===== src/rtl/sar_adc_cfg.svh =====
// Register offsets, field positions, reset values and timing counts of the converter control.
// What this block does
// - Start from software, timer 2, timer 3, pin.
// - Completion raises interrupt and pollable status bit.
// - Latch result into two byte registers.
// - Software selects right or left justification.
// - Window compare raises interrupt only inside window.
// - Nine channels, one is temperature sensor.
// - Adjacent external pairs selectable as differential input.
// - Gain selectable 0.5 to 16, six settings.
// - Shutdown bit stops all conversions.
// - Result formatting follows 10 or 12 bit width.
// - Sequencing needs 2001 clocks per conversion, just under 100 ksps continuous triggering.
// - Converter keeps running while core is halted.
// - External start comes from crossbar routed pin.
`ifndef SAR_ADC_CFG_SVH
`define SAR_ADC_CFG_SVH
`define ADC_CTRL_OFS 8'h00
`define ADC_CHAN_OFS 8'h04
`define ADC_RES_LO_OFS 8'h08
`define ADC_RES_HI_OFS 8'h0C
`define ADC_WIN_LO_LO_OFS 8'h10
`define ADC_WIN_LO_HI_OFS 8'h14
`define ADC_WIN_HI_LO_OFS 8'h18
`define ADC_WIN_HI_HI_OFS 8'h1C
`define ADC_STAT_OFS 8'h20
`define ADC_CLR_OFS 8'h24
`define ADC_IEN_OFS 8'h28
`define ADC_START_OFS 8'h2C
`define CTRL_EN_BIT 0
`define CTRL_LJST_BIT 1
`define CTRL_WIN_BIT 2
`define CTRL_SRC_LSB 3
`define CTRL_GAIN_LSB 5
`define CTRL_RESET 8'h00
`define CHAN_RESET 8'h00
`define GAIN_RESET 3'h2
`define STAT_DONE_BIT 0
`define STAT_WIN_BIT 1
`define CONV_RATE_KSPS 100
`define CLK_MHZ 200
`define CONV_CYCLES ((`CLK_MHZ * 1000) / `CONV_RATE_KSPS)
`endif


===== src/rtl/sar_adc_pkg.sv =====
// Types shared by the converter control files.
package sar_adc_pkg;
	typedef enum logic [1:0] {
		SRC_SOFT,
		SRC_TMR2,
		SRC_TMR3,
		SRC_PIN
	} start_src_e;
	typedef enum logic [1:0] {
		CONV_IDLE,
		CONV_BUSY,
		CONV_DONE
	} conv_state_e;
endpackage


===== src/rtl/sar_adc_format.sv =====
// Result justification and window comparison for the converter control.
`timescale 1ns/1ps
module sar_adc_format #(
	parameter int RES_BITS = 12
) (
	input wire logic [RES_BITS-1:0] raw_i,
	input wire logic left_i,
	input wire logic [15:0] win_lo_i,
	input wire logic [15:0] win_hi_i,
	output logic [15:0] word_o,
	output logic in_win_o
);
	always_comb begin
		if (left_i) begin
			word_o = {raw_i, {(16-RES_BITS){1'b0}}};
		end else begin
			word_o = {{(16-RES_BITS){1'b0}}, raw_i};
		end
		in_win_o = (word_o >= win_lo_i) && (word_o <= win_hi_i);
	end
endmodule // sar_adc_format


===== src/rtl/sar_adc_sequencer.sv =====
// Converter control: register slave, start selection, conversion sequencing and result latch.
//
// Chosen here: the address map and the Wishbone slave port.
`timescale 1ns/1ps
`include "sar_adc_cfg.svh"
module sar_adc_sequencer #(
	parameter int RES_BITS = 12,
	parameter int CONV_CYCLES = `CONV_CYCLES
) (
	input wire logic clk_i,
	input wire logic rst_i,
	input wire logic cyc_i,
	input wire logic stb_i,
	input wire logic we_i,
	input wire logic [7:0] adr_i,
	input wire logic [3:0] sel_i,
	input wire logic [31:0] dat_i,
	output logic [31:0] dat_o,
	output logic ack_o,
	input wire logic tmr2_ovf_i,
	input wire logic tmr3_ovf_i,
	input wire logic ext_start_i,
	input wire logic core_halt_i,
	input wire logic [RES_BITS-1:0] conv_data_i,
	output logic [3:0] chan_sel_o,
	output logic [3:0] diff_pair_o,
	output logic [2:0] gain_o,
	output logic conv_start_o,
	output logic shutdown_o,
	output logic irq_o
);
	logic ack_reg, ack_next;
	logic [31:0] dat_reg, dat_next;
	logic [7:0] ctrl_reg, ctrl_next;
	logic [7:0] chan_reg, chan_next;
	logic [15:0] result_reg, result_next;
	logic [15:0] win_lo_reg, win_lo_next;
	logic [15:0] win_hi_reg, win_hi_next;
	logic [1:0] stat_reg, stat_next;
	logic [1:0] ien_reg, ien_next;
	logic [15:0] cnt_reg, cnt_next;
	logic start_reg, start_next;
	logic ext_s1_reg, ext_s2_reg, ext_s3_reg;
	sar_adc_pkg::conv_state_e state_reg, state_next;
	logic wr, rd_ok, trig, done_evt, win_evt, in_win;
	logic [15:0] word;
	logic [1:0] clr_bits;
	logic [7:0] wb;

	sar_adc_format #(
		.RES_BITS(RES_BITS)
	) u_format (
		.raw_i(conv_data_i),
		.left_i(ctrl_reg[`CTRL_LJST_BIT]),
		.win_lo_i(win_lo_reg),
		.win_hi_i(win_hi_reg),
		.word_o(word),
		.in_win_o(in_win)
	);

	always_ff @(posedge clk_i) begin
		if (rst_i) begin
			ext_s1_reg <= 1'b0;
			ext_s2_reg <= 1'b0;
			ext_s3_reg <= 1'b0;
		end else begin
			ext_s1_reg <= ext_start_i;
			ext_s2_reg <= ext_s1_reg;
			ext_s3_reg <= ext_s2_reg;
		end
	end

	always_comb begin
		wr = cyc_i && stb_i && we_i && !ack_reg && sel_i[0];
		wb = dat_i[7:0];
		case (sar_adc_pkg::start_src_e'(ctrl_reg[`CTRL_SRC_LSB +: 2]))
			sar_adc_pkg::SRC_SOFT: trig = wr && (adr_i == `ADC_START_OFS) && wb[0];
			sar_adc_pkg::SRC_TMR2: trig = tmr2_ovf_i;
			sar_adc_pkg::SRC_TMR3: trig = tmr3_ovf_i;
			default: trig = ext_s2_reg && !ext_s3_reg;
		endcase
	end

	always_comb begin
		state_next = state_reg;
		cnt_next = cnt_reg;
		start_next = 1'b0;
		result_next = result_reg;
		done_evt = 1'b0;
		win_evt = 1'b0;
		case (state_reg)
			sar_adc_pkg::CONV_IDLE: begin
				if (trig && ctrl_reg[`CTRL_EN_BIT]) begin
					state_next = sar_adc_pkg::CONV_BUSY;
					cnt_next = 16'(CONV_CYCLES - 2);
					start_next = 1'b1;
				end
			end
			sar_adc_pkg::CONV_BUSY: begin
				if (!ctrl_reg[`CTRL_EN_BIT]) begin
					state_next = sar_adc_pkg::CONV_IDLE;
				end else if (cnt_reg == 16'h0000) begin
					state_next = sar_adc_pkg::CONV_DONE;
				end else begin
					cnt_next = cnt_reg - 16'h0001;
				end
			end
			default: begin
				result_next = word;
				done_evt = 1'b1;
				win_evt = ctrl_reg[`CTRL_WIN_BIT] && in_win;
				state_next = sar_adc_pkg::CONV_IDLE;
			end
		endcase
	end

	always_comb begin
		ack_next = cyc_i && stb_i && !ack_reg;
		ctrl_next = ctrl_reg;
		chan_next = chan_reg;
		win_lo_next = win_lo_reg;
		win_hi_next = win_hi_reg;
		ien_next = ien_reg;
		clr_bits = 2'b00;
		if (wr) begin
			if (adr_i == `ADC_CTRL_OFS) begin
				ctrl_next = wb;
			end else if (adr_i == `ADC_CHAN_OFS) begin
				chan_next = wb;
			end else if (adr_i == `ADC_WIN_LO_LO_OFS) begin
				win_lo_next[7:0] = wb;
			end else if (adr_i == `ADC_WIN_LO_HI_OFS) begin
				win_lo_next[15:8] = wb;
			end else if (adr_i == `ADC_WIN_HI_LO_OFS) begin
				win_hi_next[7:0] = wb;
			end else if (adr_i == `ADC_WIN_HI_HI_OFS) begin
				win_hi_next[15:8] = wb;
			end else if (adr_i == `ADC_CLR_OFS) begin
				clr_bits = wb[1:0];
			end else if (adr_i == `ADC_IEN_OFS) begin
				ien_next = wb[1:0];
			end
		end
		if (ctrl_next[`CTRL_GAIN_LSB +: 3] > 3'h5) begin
			ctrl_next[`CTRL_GAIN_LSB +: 3] = 3'h5;
		end
		stat_next = (stat_reg & ~clr_bits) | {win_evt, done_evt};
		rd_ok = 1'b1;
		dat_next = 32'h0000_0000;
		if (adr_i == `ADC_CTRL_OFS) begin
			dat_next[7:0] = ctrl_reg;
		end else if (adr_i == `ADC_CHAN_OFS) begin
			dat_next[7:0] = chan_reg;
		end else if (adr_i == `ADC_RES_LO_OFS) begin
			dat_next[7:0] = result_reg[7:0];
		end else if (adr_i == `ADC_RES_HI_OFS) begin
			dat_next[7:0] = result_reg[15:8];
		end else if (adr_i == `ADC_WIN_LO_LO_OFS) begin
			dat_next[7:0] = win_lo_reg[7:0];
		end else if (adr_i == `ADC_WIN_LO_HI_OFS) begin
			dat_next[7:0] = win_lo_reg[15:8];
		end else if (adr_i == `ADC_WIN_HI_LO_OFS) begin
			dat_next[7:0] = win_hi_reg[7:0];
		end else if (adr_i == `ADC_WIN_HI_HI_OFS) begin
			dat_next[7:0] = win_hi_reg[15:8];
		end else if (adr_i == `ADC_STAT_OFS) begin
			dat_next[1:0] = stat_reg;
			dat_next[2] = (state_reg != sar_adc_pkg::CONV_IDLE);
		end else if (adr_i == `ADC_IEN_OFS) begin
			dat_next[1:0] = ien_reg;
		end else begin
			rd_ok = 1'b0;
		end
		if (!rd_ok) begin
			dat_next = 32'h0000_0000;
		end
	end

	always_ff @(posedge clk_i) begin
		if (rst_i) begin
			ack_reg <= 1'b0;
			dat_reg <= 32'h0000_0000;
			ctrl_reg <= `CTRL_RESET;
			chan_reg <= `CHAN_RESET;
			result_reg <= 16'h0000;
			win_lo_reg <= 16'h0000;
			win_hi_reg <= 16'hFFFF;
			stat_reg <= 2'b00;
			ien_reg <= 2'b00;
			cnt_reg <= 16'h0000;
			start_reg <= 1'b0;
			state_reg <= sar_adc_pkg::CONV_IDLE;
		end else begin
			ack_reg <= ack_next;
			dat_reg <= dat_next;
			ctrl_reg <= ctrl_next;
			chan_reg <= chan_next;
			result_reg <= result_next;
			win_lo_reg <= win_lo_next;
			win_hi_reg <= win_hi_next;
			stat_reg <= stat_next;
			ien_reg <= ien_next;
			cnt_reg <= cnt_next;
			start_reg <= start_next;
			state_reg <= state_next;
		end
	end

	assign ack_o = ack_reg;
	assign dat_o = dat_reg;
	assign chan_sel_o = (chan_reg[3:0] > 4'h8) ? 4'h8 : chan_reg[3:0];
	assign diff_pair_o = chan_reg[7:4];
	assign gain_o = ctrl_reg[`CTRL_GAIN_LSB +: 3];
	assign conv_start_o = start_reg;
	assign shutdown_o = !ctrl_reg[`CTRL_EN_BIT];
	assign irq_o = |(stat_reg & ien_reg);
endmodule // sar_adc_sequencer


===== config.mk =====
export PLATFORM = sky130hd
export DESIGN_NAME = sar_adc_sequencer
export DESIGN_NICKNAME = d
export VERILOG_FILES = /design/src/rtl/sar_adc_pkg.sv /design/src/rtl/sar_adc_format.sv /design/src/rtl/sar_adc_sequencer.sv
export VERILOG_INCLUDE_DIRS = /design/src /design/src/rtl
export SDC_FILE = /design/constraint.sdc
export NUM_CORES = 1
export LEC_CHECK = 0
export ABC_CLOCK_PERIOD_IN_PS = 2600
export BUFFER_PORTS_ARGS = -buffer_cell sky130_fd_sc_hd__buf_2
export CORE_MARGIN = 5
export CORE_UTILIZATION = 28
export DETAILED_ROUTE_END_ITERATION = 10
export GPL_TIMING_DRIVEN = 0
export PLACE_DENSITY = 0.46
export REMOVE_ABC_BUFFERS = 1
export SYNTH_ARGS = -nofsm -noshare
export SYNTH_HDL_FRONTEND = slang
export SYNTH_HIERARCHICAL = 1
export SYNTH_SLANG_ARGS = --single-unit
export TNS_END_PERCENT = 30

===== constraint.sdc =====
create_clock -name clk_i -period 2.6 [get_ports clk_i]
set_clock_uncertainty 0.05 [all_clocks]
set_input_delay 0.13 -clock clk_i [delete_from_list [all_inputs] [get_ports clk_i]]
set_output_delay 0.13 -clock clk_i [all_outputs]
set_load 0.05 [all_outputs]

[Word-level counts from Yosys, hierarchy flattened]
Cells that the tools add are included.
W data, S select, Z words.
Storage, ports and cells
  flip-flop bits (word level): 123
  bits of input ports: 65
  output and inout port bits: 47
  word-level logic and storage cells: 137
Operators by class
  $add $sub $neg: 1
  order comparisons: 4
  equal/unequal tests: 18
  muxes and demuxes: 47
  bitwise operators: 13
  reduce and logical (&&, ||, !) cells: 34
Operators with widths (number)
  $mux W8: 9
  $mux W16: 4
  $eq A8 B5 Y1 const B: 4
  $eq A8 B6 Y1 const B: 4
  $pmux W16 S2: 1
  $mux W2: 13
  $eq A8 B4 Y1 const B: 2
  $ge A16 B16 Y1: 1
  $le A16 B16 Y1: 1
  $logic_not A16 Y1: 1
  $sub A16 B1 Y16 const B: 1
  $mux W1: 14
  $logic_and A1 B1 Y1: 11
  $reduce_or A2 Y1: 5
  $not A1 Y1: 9
  $reduce_and A9 Y1: 1
  $eq A8 B3 Y1 const B: 1
  $logic_not A8 Y1: 1
  $reduce_and A4 Y1: 2
  $reduce_and A7 Y1: 1
  $mux W3: 2
  $ne A2 B2 Y1 const B: 3
  $reduce_and A6 Y1: 1
  $mux W5: 1
  other kinds (17): 24

[Longest topological paths before layout]
Gate-level depths: netlist (run 1).
  word-level depth: 13
  gate-level depth with buffers: 12
  gate-level depth less buffers: 10

[Cells and area by module]
Netlist (run 1), hierarchy kept.
By module, submodules not included
  sar_adc_sequencer: times used 1, cells each 549, area an instance 4888.4 um^2, sequential area each 1981.9 um^2
  sar_adc_format: times used 1, cells each 126, area an instance 964.7 um^2, sequential area each 0.0 um^2

[Least setup slack after synthesis (run 1)]
OpenSTA, ideal clock, no wires.
  path type: flip-flop to flip-flop
  start: reg ctrl_reg[1]
  end: reg stat_reg[1]
  library setup time: 66 ps
  arrival time: 2452 ps
  required time: 2484 ps
  path slack: 32 ps
  cell stages (with the launch flop): 12
  path buffers: 2
  clock period less this slack: 2568 ps
  path through: dfxtp_1 > buf_6 > clkbuf_1 > mux2_2 > ha_1 > and4_1 > and3_4 > a2111oi_4 > o31ai_1 > a22oi_1 > a32oi_1 > nor2_1
On the way
  word-level cells in the longest chain between the ends: 6
  elaborated cells on any way between the ends: 7
  classes of those cells: order compare: 2; mux: 2; bitwise: 1; reduce/logical: 2
Ends and longest elaborated chain
  start, declared: line sar_adc_sequencer.sv:34  | logic [7:0] ctrl_reg, ctrl_next;
  start signal, assigned: line sar_adc_sequencer.sv:183  | ctrl_reg <= `CTRL_RESET;
  start signal, assigned: line sar_adc_sequencer.sv:196  | ctrl_reg <= ctrl_next;
  $mux W16 *: line sar_adc_format.sv:14  | if (left_i) begin
  net word[7]: line sar_adc_sequencer.sv:46  | logic [15:0] word;
  $ge A16 B16 Y1 / $le A16 B16 Y1 (equally long branches): line sar_adc_format.sv:19  | in_win_o = (word_o >= win_lo_i) && (word_o <= win_hi_i);
  $logic_and A1 B1 Y1 *: line sar_adc_format.sv:19
  net in_win: line sar_adc_sequencer.sv:45  | logic wr, rd_ok, trig, done_evt, win_evt, in_win;
  $logic_and A1 B1 Y1 *: line sar_adc_sequencer.sv:111  | win_evt = ctrl_reg[`CTRL_WIN_BIT] && in_win;
  $mux W1 *: line sar_adc_sequencer.sv:91  | case (state_reg)
  $or A2 B2 Y2 *: line sar_adc_sequencer.sv:147  | stat_next = (stat_reg & ~clr_bits) | {win_evt, done_evt};
  end signal, assigned: line sar_adc_sequencer.sv:201  | stat_reg <= stat_next;
  end, declared: line sar_adc_sequencer.sv:39  | logic [1:0] stat_reg, stat_next;
The timed path passes the listed nets; every way through them passes the cells marked *.
A chain may end at the register's enable or synchronous reset.

[Final worst setup path (run 1)]
Ends and elaborated chain as after synthesis.

==> impl_metrics.tcl, run 1 <==
set metrics [dict create \
    status "complete, no violations" \
    busiest_layer "met2" \
    endpoint "stat_reg[1]" \
    cts_sinks 99 \
    async_flop_share_pct 0 \
    clk_pin_slew_ps 80 \
    die-area_um2 23900 \
    dp_hpwl_um 12300 \
    setup_viol 0 \
    ioPinCount 112 \
    ctsLongestPathBuffers 2 \
    startpoint "ctrl_reg[1]" \
    rsz0062_at_grt "true" \
    drtAntennaViolNets 0 \
    place_area_um2 6190 \
    p_int_w 0.00240 \
    min_period_over_period_pct 100 \
    gr-total-overflow 0 \
    grt_pass1_wl_um 26800 \
    worstPathRequired_ps 2830 \
    final_common_cell "dfxtp_1" \
    port_buffers 59 \
    syn2layout_area_growth_pct 12.3 \
    combPwrFrac_pct 9.3 \
    grt_use_met3_pct 2.60 \
    synth_area_um2 5850 \
    die_h_um 155 \
    power_leakage_nw 2.86 \
    slew_headroom_pct 36.5 \
    finalNonFillerCells 979 \
    fin_area_um2 6570 \
    synth_area_leader_cell "dfxtp_1" \
    grt_pass1_vias 4610 \
    crit_arrival_ps 2830 \
    via_per_inst 4.93 \
    p_per_area_nw_per_um2 493 \
    diodes 0 \
    maxCapViolCount 0 \
    grt_max_degree 84 \
    reg2reg_slack_ps 0.2 \
    worst_r2r_path_depth 9 \
    cts.root.buffer_cell "clkbuf_16" \
    swShare_pct 26.0 \
    antenna_found_initial 2 \
    finalHoldViolCount 0 \
    worstSetupPathType "reg -> reg" \
    synth_cells 675 \
    p_clk_share_pct 43.8 \
    drt_wl_total_um 17200 \
    drt-initial-drc-count 313 \
    hp-class "in -> reg" \
    synth-warning-count 6 \
    route.detailed.drc 0 \
    h-tree-depth 3 \
    gp_congestion 0.795 \
    synth_area_leaders "dfxtp_1 (34%), mux2i_1 (9.6%), ha_1 (6.8%)" \
    core_area_um2 20400 \
    period_minus_slack_ps 2600 \
    firstDrtPassIters 4 \
    avgSynthCellArea_um2 8.67 \
    ys_ff_latch 99 \
    synth.distinct_cells 68 \
    fmax_mhz 385 \
    ir_worst_vdd_uv 245 \
    synth_edf_count 0 \
    critPathLaunchType "flop" \
    row_count 52 \
    layout_common_cells "dfxtp_1 (97), nand2_1 (61), buf_2 (57)" \
    yosysTopAreaCellShare_pct 33.9 \
    pwr-share-seq_pct 46.8 \
    drv_slew 0 \
    cts_inserted_buffers 9 \
    reg2reg_to "stat_reg[1]" \
    timing.hold.ws_ps 31.0 \
    start_util_pct 28.7 \
    end_kind "flop" \
    met2_usage_pct 21.8 \
    tritoncts "done" \
    worstPathMaxFanout 12 \
    die_w_um 155 \
    wl_per_cell_um 17.5 \
    vias 4829 \
    r2r-start "ctrl_reg[1]" \
    tightestPinTransition_ps 949 \
    clock_latency_ps 350 \
    ys_seq_area_share_pct 33.9 \
    place_inst 958 \
    nNetsFinal 801 \
    fin_total_pwr_w 0.00324 \
    synth_flop_cell "dfxtp_1" \
    grtUsageTotal_pct 14.2 \
    p_switching_w 0.000844 \
    met1_usage_pct 20.5 \
    drive_gt1_share_pct 16.5 \
]
==> how the worst min path moves through the flow <==
stage,startpoint,to,slack [ps],cells past startpoint
6_report,dat_i[4],ctrl_reg[4],30,3
2_1_floorplan,rst_i,cnt_reg[10],150,1
3_3_place_gp,ext_start_i,ext_s1_reg,300,2
3_5_place_dp,ext_start_i,ext_s1_reg,310,2
4_1_cts,dat_i[4],ctrl_reg[4],20,3
5_1_grt,dat_i[3],ctrl_reg[3],40,3
==> worst max-delay path, cell delays in order, from the launching register on <==
cell and delay (ps):
dfxtp_4 440, mux2_2 400, ha_1 300, and4_1 230, and3_4 180, a2111oi_4 280
o31ai_1 110, a22oi_2 270, a32oi_1 140, nor2_1 120
==> layer usage <==
layer | share of wire, % | routed length [µm]
met1 | 49 | 8390
met2 | 45 | 7640
met4 | 0.81 | 139
met3 | 5.6 | 961
met5 | 0.16 | 27
==> cell families after synthesis <==
kind of cell / share of synthesized area [%]
compound gates: 14.8
xor+xnor: 0.299
fa+ha+maj: 7.01
buf+inv: 9.66
flops: 33.9
mux: 13.0
other cells: 0.0641
simple gates: 21.2
==> cells in the mapped netlist, types with 3 or more instances <==
cell,instances
a2111oi_0,3
a2111oi_4,3
a211oi_1,11
a21o_1,6
a21oi_1,37
a221o_1,4
a31oi_1,4
and2_1,5
buf_1,4
buf_2,8
buf_4,33
clkbuf_1,24
dfxtp_1,99
ha_1,32
inv_1,42
mux2_2,10
mux2i_1,56
mux4_2,3
nand2_1,61
nand2b_1,11
nand3_1,36
nand3b_1,6
nand4_1,8
nor2_1,55
nor2b_1,15
nor3_1,14
nor3b_1,4
nor4_1,3
o211ai_1,6
o21ai_0,10
o221ai_1,6
o22ai_1,4
o31ai_1,5
or3_1,4
or4_1,4
==> power groups by stage <==
stage	Combinational (W)	Clock [W]	Sequential [W]
floorplan	0.000171	0	0.00156
global placement	0.000297	0	0.00155
detailed placement	0.000298	0	0.00155
CTS	0.000302	0.00146	0.00152
global route	0.000326	0.00152	0.00152
finish	0.000302	0.00142	0.00152
==> area by class of cell <==
cell class / instances / area, µm²
Sequential cell: 99 / 1990
Fill cell: 2212 / 13900
Clock inverter: 5 / 58.8
Tap cell: 270 / 338
Multi-Input combinational cell: 486 / 3420
Inverter: 43 / 161
Timing Repair Buffer: 65 / 352
Clock buffer: 11 / 253
==> metrics by stage <==
stage	util [%]	setup WS [ps]	setup TNS [ps]
floorplan	-	-478	-9140
global placement	30.2	-1990	-65980
detailed placement	30.3	-609	-16240
CTS	32.1	8.16	0
global route	32.2	-85.3	-85.3
finish	32.2	0.227	0
==> what timing repair did <==
action	in CTS	in global routing
hold buffers	1	0
setup endpoints to repair	32	15
hold endpoints to repair	1	0
gates resized for setup	10	1
buffers inserted	2	2
pin swaps	1	2
(Power assumes the default switching activity.)
==> run 2, diff against run 1 <==
Settings changed: ABC_CLOCK_PERIOD_IN_PS 2600 to 3300, CORE_UTILIZATION 28 to 35, PLACE_DENSITY 0.46 to 0.53.
Clock period 2.6 ns to 3.3 ns, I/O delays scaled along.
==> run 2 against run 1 <==
Core utilization rose by 7.0 points; wire length is 5.0% lower; first-iteration DRC count decreased by 17%; clock-buffer cell count is the same; setup slack gained 400 ps; largest power group is now the clock network; register-to-register slack improved by 400 ps; critical path depth did not move; final area decreased by 1.4%; power down 18%; combinational power shrank 23%; largest cell class unchanged; cell count fell by 5.5%; flip-flop and latch count stayed put.
==> impl_metrics.tcl, run 2 (synthesis gave the netlist of run 1 again) <==
set metrics [dict create \
    status "complete, no violations" \
    end_kind "flop" \
    diodes 0 \
    vias 4922 \
    final_common_cell "dfxtp_1" \
    gp_congestion 0.860 \
    power_leakage_nw 2.84 \
    core_area_um2 16500 \
    maxCapViolCount 0 \
    worstPathRequired_ps 3530 \
    crit_arrival_ps 3130 \
    cts.root.buffer_cell "clkbuf_16" \
    grtUsageTotal_pct 16.5 \
    clock_latency_ps 350 \
    gr-total-overflow 0 \
    hp-class "in -> reg" \
    drt_wl_total_um 16300 \
    drtAntennaViolNets 0 \
    dp_hpwl_um 12000 \
    ioPinCount 112 \
    drive_gt1_share_pct 15.3 \
    seq_area_um2 1980 \
    syn2layout_area_growth_pct 10.7 \
    tritoncts "done" \
    grt_pass1_wl_um 25700 \
    hold_depth 3 \
    postCtsSetupBuffers 0 \
    ctsLongestPathBuffers 2 \
    place_inst 908 \
    post-route-util_pct 39.2 \
    slew_headroom_pct 28.1 \
    min_period_over_period_pct 87.8 \
    worstPathMaxFanout 18 \
    tightestPinTransition_ps 1080 \
    finalHoldViolCount 0 \
    cts_sinks 99 \
    via_per_inst 5.32 \
    grt_max_degree 84 \
    worst_r2r_path_depth 9 \
    final.setup.tns_ps 0 \
    fmax_mhz 345 \
    firstDrtPassIters 5 \
    cts_inserted_buffers 9 \
    drv_slew 0 \
    period_minus_slack_ps 2900 \
    clk_pin_slew_ps 70 \
    nNetsFinal 797 \
    rsz0062_at_grt "false" \
    timing.hold.ws_ps 69.1 \
    worstSetupPathType "reg -> reg" \
    layout_common_cells "dfxtp_1 (97), nand2_1 (61), buf_2 (58)" \
    wl_per_cell_um 17.6 \
    setup_viol 0 \
    fillers 1664 \
    die_h_um 139 \
    antenna_found_initial 1 \
    die_w_um 139 \
    p_per_area_nw_per_um2 409 \
    critPathLaunchType "flop" \
    ir_worst_vdd_uv 266 \
    multi_input_area_um2 3400 \
    grt_pass1_vias 4808 \
    finalNonFillerCells 925 \
    row_count 47 \
    die-area_um2 19400 \
    route.detailed.drc 0 \
    drt-initial-drc-count 259 \
    port_buffers 59 \
    start_util_pct 35.4 \
    h-tree-depth 3 \
]
-- run 2: cell types whose count changed in the layout (fill, tap and decap cells not counted), sizes merged --
cell,before,now
clkinv,2,3
buf,64,60
bufinv,1,3
inv,43,42
clkinvlp,2,0
-- run 2: final timing paths --
check | start | endpoint | slack (ps)
worst max register to register | ctrl_reg[1] | stat_reg[1] | 400
worst min-delay path | dat_i[4] | ctrl_reg[4] | 70
worst min register to register | ext_s1_reg | ext_s2_reg | 390
worst max-delay path | ctrl_reg[1] | stat_reg[1] | 400
-- run 2: worst max-delay path: stages (launching register included) --
cell and delay [ps]:
dfxtp_2 580, mux2_2 440, ha_1 300, and4_1 230
and3_4 180, a2111oi_4 280, o31ai_1 100, a22oi_1 390
a32oi_1 160, nor2_1 110
-- run 2: stage by stage --
step / cell area [µm²] / power (W) / worst slack [ps]
finish: 6480 / 0.00265 / 402
global placement: 6110 / 0.00145 / -967
detailed placement: 6120 / 0.00145 / 172
global route: 6480 / 0.00272 / 262
CTS: 6480 / 0.00267 / 137
floorplan: 5540 / 0.00136 / 222
-- run 2: routing by layer --
metal  global-route usage (%)  wire length (µm)  share of wire (%)
met5                        0                13              0.080
met4                     7.31               500                3.1
met3                     3.02               719                4.4
met2                     26.1              7420                 46
met1                     22.0              7640                 47
-- run 2: final cells by class --
| class | count | area share (%) |
|---|---|---|
| flip-flops and latches | 99 | 30.6 |
| inverters | 43 | 2.49 |
| repair buffers | 61 | 4.92 |
| multi-input cells | 486 | 52.4 |
| well taps | 220 | 4.25 |
| clock buffers | 11 | 3.75 |
| clock inverters | 5 | 1.54 |
-- run 2: timing repair --
action	CTS	global route
gates resized for setup	0	2
hold endpoints to repair	1	0
hold buffers	1	0
endpoints found under the setup margin	0	5
-- run 2: report_power, final --
group | switching (W) | internal (W) | leakage, nW | total [W]
logic | 0.000172 | 0.0000607 | 1.87 | 0.000233
clock network | 0.000460 | 0.000760 | 0.169 | 0.00122
registers | 0.000000831 | 0.00120 | 0.799 | 0.00120
